### src/core/dcc_pkg.sv
// constants and types shared by the dual comparator control block
package dcc_pkg;

  // ---------------------------------------------------------------
  // register byte offsets
  // ---------------------------------------------------------------
  localparam logic [11:0] DCC_OFS_MIS    = 12'h000;
  localparam logic [11:0] DCC_OFS_RIS    = 12'h004;
  localparam logic [11:0] DCC_OFS_INTEN  = 12'h008;
  localparam logic [11:0] DCC_OFS_REFCTL = 12'h010;
  localparam logic [11:0] DCC_OFS_STAT0  = 12'h020;
  localparam logic [11:0] DCC_OFS_CTL0   = 12'h024;
  localparam logic [11:0] DCC_OFS_STAT1  = 12'h040;
  localparam logic [11:0] DCC_OFS_CTL1   = 12'h044;

  // ---------------------------------------------------------------
  // comparator control fields
  // ---------------------------------------------------------------
  localparam int DCC_CTL_W       = 12;
  localparam int DCC_CTL_INV     = 1;
  localparam int DCC_CTL_ISEN    = 2;
  localparam int DCC_CTL_ISLVAL  = 4;
  localparam int DCC_CTL_TSEN    = 5;
  localparam int DCC_CTL_TSLVAL  = 7;
  localparam int DCC_CTL_SRC     = 9;
  localparam int DCC_CTL_TOEN    = 11;
  localparam int DCC_STAT_OUTVAL = 1;

  // ---------------------------------------------------------------
  // reference control fields
  // ---------------------------------------------------------------
  localparam int DCC_REF_W   = 10;
  localparam int DCC_REF_TAP = 0;
  localparam int DCC_REF_RNG = 8;
  localparam int DCC_REF_EN  = 9;

  // ---------------------------------------------------------------
  // reset values and ladder figures
  // ---------------------------------------------------------------
  localparam logic [11:0] DCC_CTL_RST   = 12'h000;
  localparam logic [9:0]  DCC_REF_RST   = 10'h000;
  localparam logic [1:0]  DCC_EVT_RST   = 2'h0;
  localparam logic [4:0]  DCC_DIV_HIGH  = 5'h17;
  localparam logic [4:0]  DCC_DIV_LOW   = 5'h1f;
  localparam logic [4:0]  DCC_TAP_SHIFT = 5'h08;

  // positive input routing, in field-code order
  typedef enum logic [1:0] {
    DCC_SRC_OWN_PIN,
    DCC_SRC_ZERO_PIN,
    DCC_SRC_INT_REF,
    DCC_SRC_RESERVED
  } dcc_src_t;

  // event sense, in field-code order
  typedef enum logic [1:0] {
    DCC_SENSE_LEVEL,
    DCC_SENSE_FALL,
    DCC_SENSE_RISE,
    DCC_SENSE_BOTH
  } dcc_sense_t;

endpackage : dcc_pkg

### src/core/dcc_event_unit.sv
// result synchroniser and independent interrupt / trigger event detect
`timescale 1ns/1ns
module dcc_event_unit
  import dcc_pkg::*;
(
  input  wire logic       clk_sys,
  input  wire logic       rst_n,
  input  wire logic       result_async,
  input  wire logic       invert,
  input  wire logic [1:0] int_sense,
  input  wire logic       int_level,
  input  wire logic [1:0] trig_sense,
  input  wire logic       trig_level,
  output logic            value,
  output logic            int_event,
  output logic            trig_event
);

  logic sync_a;
  logic sync_b;
  logic prev;

  function automatic logic sense_hit(input logic [1:0] sense,
                                     input logic       lvl,
                                     input logic       cur,
                                     input logic       old);
    unique case (dcc_sense_t'(sense))
      DCC_SENSE_LEVEL: sense_hit = (cur == lvl);
      DCC_SENSE_FALL:  sense_hit = old & ~cur;
      DCC_SENSE_RISE:  sense_hit = ~old & cur;
      DCC_SENSE_BOTH:  sense_hit = old ^ cur;
    endcase
  endfunction : sense_hit

  always_ff @(posedge clk_sys or negedge rst_n) begin
    if (!rst_n) begin
      sync_a <= 1'b0;
      sync_b <= 1'b0;
    end else begin
      sync_a <= result_async;
      sync_b <= sync_a;
    end
  end

  always_ff @(posedge clk_sys or negedge rst_n) begin
    if (!rst_n) begin
      value <= 1'b0;
      prev  <= 1'b0;
    end else begin
      value <= sync_b ^ invert;
      prev  <= value;
    end
  end

  assign int_event  = sense_hit(int_sense, int_level, value, prev);
  assign trig_event = sense_hit(trig_sense, trig_level, value, prev);
endmodule : dcc_event_unit

### src/core/dcc_core.sv
// dual comparator control: apb registers, events, interrupt and reference
// ---------------------------------------------------------------
// ---------------------------------------------------------------
//
// Added by the designer: the register offsets and the APB register port.
`timescale 1ns/1ns
module dcc_core
  import dcc_pkg::*;
#(
  parameter int NUM_CMP = 2
) (
  input  wire logic        clk_sys,
  input  wire logic        rst_n,
  input  wire logic [11:0] paddr,
  input  wire logic        psel,
  input  wire logic        penable,
  input  wire logic        pwrite,
  input  wire logic [31:0] pwdata,
  output logic             pready,
  output logic             pslverr,
  output logic [31:0]      prdata,
  input  wire logic [1:0]  comparison_result,
  output logic [1:0]       pos_source_select_zero,
  output logic [1:0]       pos_source_select_one,
  output logic             ladder_enable,
  output logic             ladder_range,
  output logic [3:0]       ladder_tap,
  output logic [4:0]       ref_numerator,
  output logic [4:0]       ref_denominator,
  output logic             cmp_zero_out_pin,
  output logic [1:0]       adc_trigger,
  output logic             irq
);

  // ---------------------------------------------------------------
  // state
  // ---------------------------------------------------------------
  logic [DCC_CTL_W-1:0] ctl [NUM_CMP];
  logic [DCC_REF_W-1:0] refctl;
  logic [1:0]           inten;
  logic [1:0]           raw;
  logic [1:0]           value;
  logic [1:0]           int_ev;
  logic [1:0]           trig_ev;
  logic                 setup;
  logic                 access;
  logic                 hit;
  logic                 wr;
  logic [1:0]           clr;
  logic [31:0]          next_prdata;
  logic [4:0]           next_numerator;

  // ---------------------------------------------------------------
  // per-comparator event units
  // ---------------------------------------------------------------
  for (genvar i = 0; i < NUM_CMP; i++) begin : g_cmp
    dcc_event_unit u_evt (
      .clk_sys      (clk_sys),
      .rst_n        (rst_n),
      .result_async (comparison_result[i]),
      .invert       (ctl[i][DCC_CTL_INV]),
      .int_sense    (ctl[i][DCC_CTL_ISEN+:2]),
      .int_level    (ctl[i][DCC_CTL_ISLVAL]),
      .trig_sense   (ctl[i][DCC_CTL_TSEN+:2]),
      .trig_level   (ctl[i][DCC_CTL_TSLVAL]),
      .value        (value[i]),
      .int_event    (int_ev[i]),
      .trig_event   (trig_ev[i])
    );
  end

  // ---------------------------------------------------------------
  // apb slave
  // ---------------------------------------------------------------
  // zero wait states: data is prepared in the setup cycle
  assign setup  = psel & ~penable;
  assign access = psel & penable;
  assign pready = 1'b1;

  always_comb begin
    unique case (paddr)
      DCC_OFS_MIS, DCC_OFS_RIS, DCC_OFS_INTEN, DCC_OFS_REFCTL,
      DCC_OFS_STAT0, DCC_OFS_CTL0, DCC_OFS_STAT1, DCC_OFS_CTL1:
        hit = 1'b1;
      default:
        hit = 1'b0;
    endcase
  end

  // unmapped addresses answer with an error, writes dropped
  assign pslverr = access & ~hit;
  assign wr      = access & pwrite & hit;

  always_comb begin
    next_prdata = 32'h0000_0000;
    unique case (paddr)
      DCC_OFS_MIS:    next_prdata[1:0] = raw & inten;
      DCC_OFS_RIS:    next_prdata[1:0] = raw;
      DCC_OFS_INTEN:  next_prdata[1:0] = inten;
      DCC_OFS_REFCTL: next_prdata[DCC_REF_W-1:0] = refctl;
      DCC_OFS_STAT0:  next_prdata[DCC_STAT_OUTVAL] = value[0];
      DCC_OFS_CTL0:   next_prdata[DCC_CTL_W-1:0] = ctl[0];
      DCC_OFS_STAT1:  next_prdata[DCC_STAT_OUTVAL] = value[1];
      DCC_OFS_CTL1:   next_prdata[DCC_CTL_W-1:0] = ctl[1];
      default:        next_prdata = 32'h0000_0000;
    endcase
  end

  always_ff @(posedge clk_sys or negedge rst_n) begin
    if (!rst_n) begin
      prdata <= 32'h0000_0000;
    end else if (setup && !pwrite) begin
      prdata <= next_prdata;
    end
  end

  // ---------------------------------------------------------------
  // control registers
  // ---------------------------------------------------------------
  // source field holds whatever software wrote; route maps the reserved code to the own pin
  always_ff @(posedge clk_sys or negedge rst_n) begin
    if (!rst_n) begin
      ctl[0] <= DCC_CTL_RST;
      ctl[1] <= DCC_CTL_RST;
    end else if (wr && paddr == DCC_OFS_CTL0) begin
      ctl[0] <= pwdata[DCC_CTL_W-1:0];
    end else if (wr && paddr == DCC_OFS_CTL1) begin
      ctl[1] <= pwdata[DCC_CTL_W-1:0];
    end
  end

  always_ff @(posedge clk_sys or negedge rst_n) begin
    if (!rst_n) begin
      refctl <= DCC_REF_RST;
    end else if (wr && paddr == DCC_OFS_REFCTL) begin
      refctl <= pwdata[DCC_REF_W-1:0];
    end
  end

  always_ff @(posedge clk_sys or negedge rst_n) begin
    if (!rst_n) begin
      inten <= DCC_EVT_RST;
    end else if (wr && paddr == DCC_OFS_INTEN) begin
      inten <= pwdata[1:0];
    end
  end

  // ---------------------------------------------------------------
  // event status and interrupt
  // ---------------------------------------------------------------
  // write one clears, write zero ignored
  assign clr = (wr && paddr == DCC_OFS_MIS) ? pwdata[1:0] : 2'h0;

  // raw sets regardless of enable; a new event beats a clear
  always_ff @(posedge clk_sys or negedge rst_n) begin
    if (!rst_n) begin
      raw <= DCC_EVT_RST;
    end else begin
      raw <= (raw & ~clr) | int_ev;
    end
  end

  assign irq = |(raw & inten);

  // ---------------------------------------------------------------
  // converter triggers and pin output
  // ---------------------------------------------------------------
  // trigger path ignores interrupt sense
  always_ff @(posedge clk_sys or negedge rst_n) begin
    if (!rst_n) begin
      adc_trigger <= 2'h0;
    end else begin
      adc_trigger <= trig_ev;
    end
  end

  // only comparator zero reaches a pin
  // the gpio mux outside picks this up only once selected
  always_ff @(posedge clk_sys or negedge rst_n) begin
    if (!rst_n) begin
      cmp_zero_out_pin <= 1'b0;
    end else begin
      cmp_zero_out_pin <= value[0] & ctl[0][DCC_CTL_TOEN];
    end
  end

  // ---------------------------------------------------------------
  // analog controls
  // ---------------------------------------------------------------
  function automatic logic [1:0] route(input logic [1:0] code);
    // reserved code falls back to the own pin so the input never floats
    route = (dcc_src_t'(code) == DCC_SRC_RESERVED) ? 2'(DCC_SRC_OWN_PIN) : code;
  endfunction : route

  always_ff @(posedge clk_sys or negedge rst_n) begin
    if (!rst_n) begin
      pos_source_select_zero <= 2'h0;
      pos_source_select_one  <= 2'h0;
    end else begin
      pos_source_select_zero <= route(ctl[0][DCC_CTL_SRC+:2]);
      pos_source_select_one  <= route(ctl[1][DCC_CTL_SRC+:2]);
    end
  end

  always_comb begin
    next_numerator = 5'h00;
    if (refctl[DCC_REF_EN]) begin
      next_numerator = refctl[DCC_REF_RNG] ? {1'b0, refctl[DCC_REF_TAP+:4]}
                                           : 5'({1'b0, refctl[DCC_REF_TAP+:4]} + DCC_TAP_SHIFT);
    end
  end

  always_ff @(posedge clk_sys or negedge rst_n) begin
    if (!rst_n) begin
      ladder_enable   <= 1'b0;
      ladder_range    <= 1'b0;
      ladder_tap      <= 4'h0;
      ref_numerator   <= 5'h00;
      ref_denominator <= DCC_DIV_LOW;
    end else begin
      ladder_enable   <= refctl[DCC_REF_EN];
      ladder_range    <= refctl[DCC_REF_RNG];
      ladder_tap      <= refctl[DCC_REF_TAP+:4];
      ref_numerator   <= next_numerator;
      ref_denominator <= refctl[DCC_REF_RNG] ? DCC_DIV_HIGH : DCC_DIV_LOW;
    end
  end
endmodule : dcc_core

### config.mk
export PLATFORM = sky130hd
export DESIGN_NAME = dcc_core
export DESIGN_NICKNAME = d
export VERILOG_FILES = /design/src/core/dcc_pkg.sv /design/src/core/dcc_event_unit.sv /design/src/core/dcc_core.sv
export SDC_FILE = /design/constraint.sdc
export NUM_CORES = 1
export LEC_CHECK = 0
export ABC_AREA = 1
export BUFFER_PORTS_ARGS = -buffer_cell sky130_fd_sc_hd__clkbuf_2
export CAP_MARGIN = 20
export CORE_UTILIZATION = 42
export DETAILED_ROUTE_END_ITERATION = 6
export PLACE_DENSITY = 0.69
export RECOVER_POWER = 100
export SYNTH_ARGS = -nofsm -noshare
export SYNTH_HDL_FRONTEND = slang
export SYNTH_SLANG_ARGS = --single-unit
### constraint.sdc
create_clock -name clk_sys -period 1.6 [get_ports clk_sys]
set_clock_uncertainty 0.05 [all_clocks]
set_input_delay 0.32 -clock clk_sys [delete_from_list [all_inputs] [get_ports clk_sys]]
set_output_delay 0.32 -clock clk_sys [all_outputs]
set_load 0.02 [all_outputs]
==> Yosys cells after proc, flatten, opt, wreduce, memory -nomap -nowiden <==
Cells that the tools add are included.
{ "totals": {"inputBits": 51, "out_inout_bits": 58, "elab_cells": 104, "register_bits": 81} }
{ "classes": {"mux": 15, "bitwise_logic": 25, "n_eq_ne": 25, "addsub": 1, "n_reduce_logical": 15} }
{ "op_table": {"columns": ["operator", "count"], "rows": [
  ["12-bit by 6-bit equality test with 1-bit output (second input constant)", 2],
  ["12-bit by 7-bit equality test with 1-bit output (second input constant)", 2],
  ["8-bit one-hot mux with 3 select lines", 1],
  ["2-bit equality test (second input constant)", 10],
  ["1-bit one-hot mux with 4 select lines", 4],
  ["12-bit by 3-bit equality test with 1-bit output (second input constant)", 1],
  ["12-bit by 4-bit equality test with 1-bit output (second input constant)", 1],
  ["12-bit by 5-bit equality test with 1-bit output (second input constant)", 1],
  ["12-bit zero test", 1],
  ["1-bit AND", 10],
  ["5-bit two-way mux", 2],
  ["2-bit by 1-bit equality test with 1-bit output (second input constant)", 4],
  ["2-bit zero test", 4],
  ["1-bit one-hot mux with 8 select lines", 1],
  ["8-bit OR reduction", 1],
  ["1-bit NOT", 7],
  ["1-bit logical AND", 6],
  ["2-bit two-way mux", 3],
  ["1-bit one-hot mux with 6 select lines", 1],
  ["4-bit by 4-bit adder with 5-bit output (second input constant)", 1],
  ["2-bit AND", 2],
  ["1-bit equality test", 4],
  ["4-bit two-way mux", 1],
  ["2-bit one-hot mux with 2 select lines", 1],
  ["other kinds (7)", 10]
]} }

==> Logic depth before layout (Yosys ltp) <==
{ "depth": {"word_depth": 9, "ltp_mapped": 11, "ltp_nobuf": 11} }

==> Hierarchy <==
A second synthesis with hierarchy kept.
{ "unflattened": {"hier_cells": 439, "hier_area_um2": 4001.3} }
{ "modules_own_cells": {"columns": ["module", "cells_each", "n_inst", "area_per_inst_um2"], "rows": [
  ["dcc_core", 371, 1, 3470.8],
  ["dcc_event_unit", 34, 2, 265.3]
]} }

==> Worst setup path before layout <==
OpenSTA, ideal clock, no wires.
{ "synth_path": {"kind": "input-to-output", "start": "input port paddr[11]", "end": "output port pslverr", "path_stages": 8, "slack_ns": 0.002, "required_ns": 1.230, "arrival_ns": 1.228, "path_cell_list": "nor2_1 nand2_1 nor2_1 nand2_1 nand2_2 nor2_4 nand2_8 nor2_1"} }
{ "synth_between": {"elab_chain_cells": 5, "word_cells_on_any_way": 12, "cone_classes": "eq/ne: 7; mux: 1; bitwise: 2; reduce/logical: 2"} }
{ "synth_rtl": {"columns": ["item", "line_no", "source"], "rows": [
  ["start: declaration", "dcc_core.sv:14", "input wire logic [11:0] paddr,"],
  ["12-bit by 6-bit equality test with 1-bit output, or another cell as far along", "dcc_core.sv:81", "unique case (paddr)"],
  ["8-bit OR reduction *", "dcc_core.sv:81", null],
  ["1-bit two-way mux *", "dcc_core.sv:81", null],
  ["1-bit NOT *", "dcc_core.sv:91", "assign pslverr = access & ~hit;"],
  ["1-bit AND *", "dcc_core.sv:91", null],
  ["end: declaration", "dcc_core.sv:20", "output logic pslverr,"]
]} }
Mark *: on every way between the ends. The rest lies on a longest branch, timed or not.

==> Worst setup path after layout <==
{ "layout_path": {"start": "input port paddr[0]", "end": "output port pslverr"} }
Same word-level chain as after synthesis.

==> impl_metrics.env <==
export IMPL_clk_pin_slew_worst_paths_ns=0.07
export IMPL_n_antenna_cell=0
export IMPL_synth_seq_area_share=0.5087
export IMPL_die_h_um=96.99
export IMPL_io_pins=109
export IMPL_clk_latency_ns=0.37
export IMPL_outcome="finished with violations"
export IMPL_cp_end_kind="output port"
export IMPL_hold_viol=0
export IMPL_vias_per_cell=4.849
export IMPL_ys_ff_latch=77
export IMPL_path_cells="buf_6 > inv_2 > nand2_4 > nor2_8 > nand3_4 > nand2_4 > nor2_4 > nand2_8 > nor2_4 > buf_8"
export IMPL_die_area_mm2=0.009407
export IMPL_grt_overflow_total=0
export IMPL_setup_viol=1
export IMPL_grt_pass1_wl_um=13370
export IMPL_h_tree_depth=3
export IMPL_synth_compound_area_frac=0.1317
export IMPL_yosys_warnings=0
export IMPL_syn_area_per_cell_um2=9.312
export IMPL_drt_pass1_iter_count=5
export IMPL_maxSlewViolCount=0
export IMPL_crit_fanout=5
export IMPL_drt_iter0_drc=236
export IMPL_slowest_delay_ns=0.15
export IMPL_layout_nets=564
export IMPL_final_common_cell="dfrtp_1"
export IMPL_comb_power_share=0.093
export IMPL_switching_power_mw=1.047
export IMPL_drc_errors=0
export IMPL_dp_hpwl_um=5896
export IMPL_yosys_area_share_simple=0.2044
export IMPL_cts_tree="yes"
export IMPL_rsz0062_at_grt="true"
export IMPL_grt_usage=0.1826
export IMPL_totalWireLength_um=8540
export IMPL_pwr_share_seq=0.535
export IMPL_min_period_ns=1.611
export IMPL_fin_crit_sh=1.007
export IMPL_clkPwrFrac=0.373
export IMPL_netlist_area_mm2=0.003790
export IMPL_worst_setup_path_start_kind="input pin"
export IMPL_antenna_found_initial=0
export IMPL_synth_xor_area_share=0.01387
export IMPL_first_global_vias=2786
export IMPL_syn2layout_area_growth_pct=28.36
export IMPL_p_per_area_mw_per_mm2=760.4
export IMPL_cts_made_buffers=9
export IMPL_ir_drop_mv=0.3790
export IMPL_tightest_slew_ns=0.6820
export IMPL_netlist_instances=407
export IMPL_routed_top_layer="met4"
export IMPL_core_area_mm2=0.008721
export IMPL_internal_power_mw=2.652
export IMPL_fin_area_mm2=0.004865
export IMPL_clock_sinks=77
export IMPL_routed_wl_met3_um=442
export IMPL_swShare=0.2830
export IMPL_leakagePower_nw=2.482
export IMPL_dpl_cell_area_mm2=0.004368
export IMPL_synth_mux_area_fraction=0
export IMPL_maxCapViolations=0
export IMPL_chipWidth_um=96.99
export IMPL_worstPathRequired_ns=1.23
export IMPL_setup_ws_ns=-0.01073
export IMPL_tns_ns=-0.01073
export IMPL_max_slew_margin=0.5454
export IMPL_hold_path_class="in -> reg"
export IMPL_grt_max_degree=37
export IMPL_io_buffers=63
export IMPL_start_util=0.4346
export IMPL_fin_total_pwr_mw=3.699
export IMPL_synthAdderAreaFrac=0.01651
export IMPL_cpMaxStageDelayCell="nor2_4"
export IMPL_wl_per_cell_um=13.75
export IMPL_gp_congestion=0.9093
export IMPL_cts_root_buf="clkbuf_8"
export IMPL_fmax_ghz=0.6208
export IMPL_clk_path_buf_depth=2
export IMPL_wl_met2_um=4247
export IMPL_ant_nets=0
export IMPL_drive_gt1_frac=0.3977
export IMPL_layout_common_cells="76 x dfrtp_1, 75 x nand2_1, 50 x clkbuf_2"
export IMPL_critPathKind="in -> out"
export IMPL_rows=34
export IMPL_via_count=3011
export IMPL_drt_met1_wl_um=3664
export IMPL_final_util=0.5578
export IMPL_violations="negative setup slack"
export IMPL_synth_distinct_cells=34
export IMPL_synth_top_family_by_area="simple AND/OR/NAND/NOR gates"
export IMPL_arrival_ns=1.24
-- worst max-delay path: cells and delay by family --
kind          cells  cell delay (ns)
buf+inv           3             0.24
simple gates      7             0.66
-- flip-flops by register name, summed over array words and instances, names as in the netlist, 4 cells and up --
signal	cells
ref_numerator	5
ctl	24
refctl	10
ladder_tap	4
prdata	12
-- metrics by stage --
stage	instances	hold slack, ns	worst slack, ns
6_report	621	0.01764	-0.01073
5_1_grt	621	0.009418	-0.06346
4_1_cts	619	0.0004068	-0.002766
3_5_place_dp	599	0.2116	-0.1761
3_3_place_gp	599	0.2079	-0.1355
2_1_floorplan	430	-0.02559	0.001591
-- worst paths after layout --
kind / start / end / slack, ns / cells past startpoint
worst max register to register: g_cmp[0].u_evt.value$_DFF_PN0_ / raw[0]$_DFF_PN0_ / 0.20 / 6
max in group asynchronous: rst_n / ref_denominator[3]$_DFF_PN1_ / 0.18 / 3
worst min-delay path: comparison_result[1] / g_cmp[1].u_evt.sync_a$_DFF_PN0_ / 0.02 / 1
worst max-delay path: paddr[0] / pslverr / -0.01 / 10
worst min register to register: g_cmp[0].u_evt.sync_a$_DFF_PN0_ / g_cmp[0].u_evt.sync_b$_DFF_PN0_ / 0.30 / 0
min in group asynchronous: rst_n / prdata[5]$_DFFE_PN0P_ / 0.48 / 2
-- area by class of cell --
class / count / area (µm²)
Clock buffer: 9 / 123.9
Clock inverter: 7 / 57.56
Fill cell: 758 / 3856
Inverter: 55 / 221.5
Multi-Input combinational cell: 265 / 1660
Sequential cell: 77 / 1928
Tap cell: 108 / 135.1
Timing Repair Buffer: 100 / 738.2
-- synthesized netlist by cell type, drive strengths merged --
cell | n | area, µm²
and3 | 1 | 6.260
a21oi | 14 | 70.07
nand4 | 3 | 18.77
nand2 | 104 | 466.7
nand3 | 16 | 140.1
nor2 | 25 | 132.6
conb | 2 | 7.510
dfrtp | 76 | 1902
xnor2 | 2 | 17.52
clkinv | 1 | 3.750
o22ai | 5 | 31.28
buf | 32 | 252.7
xor2 | 4 | 35.03
clkbuf | 1 | 3.750
ha | 5 | 62.56
nor3 | 1 | 10.01
o21ai | 57 | 375.4
o211ai | 3 | 22.52
dfstp | 1 | 26.28
inv | 54 | 205.2
-- layer usage --
| metal | vias up | global-route usage |
|---|---|---|
| li1 | 1451 | - |
| met1 | 1429 | 0.2356 |
| met2 | 114 | 0.2979 |
| met3 | 17 | 0.03902 |
| met4 | 0 | 0.07577 |
| met5 | - | 0 |
-- power by group through the flow --
stage / logic [mW] / clock network [mW] / registers, mW
4_1_cts: 0.307 / 1.41 / 1.98
3_5_place_dp: 0.282 / 0 / 2.02
6_report: 0.342 / 1.38 / 1.98
2_1_floorplan: 0.185 / 0 / 2.03
3_3_place_gp: 0.277 / 0 / 2.02
5_1_grt: 0.375 / 1.48 / 1.98
-- cell families after synthesis --
group,after synthesis
other,2
AND/OR/NAND/NOR,150
flip-flops,77
AO/OA/AOI/OAI,79
adder cells (fa/ha/maj),5
buffers and inverters,88
XOR/XNOR,6
-- repair_timing --
action	CTS	global route
pin swaps	12	19
hold endpoints to repair	24	1
hold buffers	1	1
gates resized for setup	30	43
setup endpoints to repair	1	1
setup buffers	3	1
No activity file was read; power rests on OpenSTA's default activity.
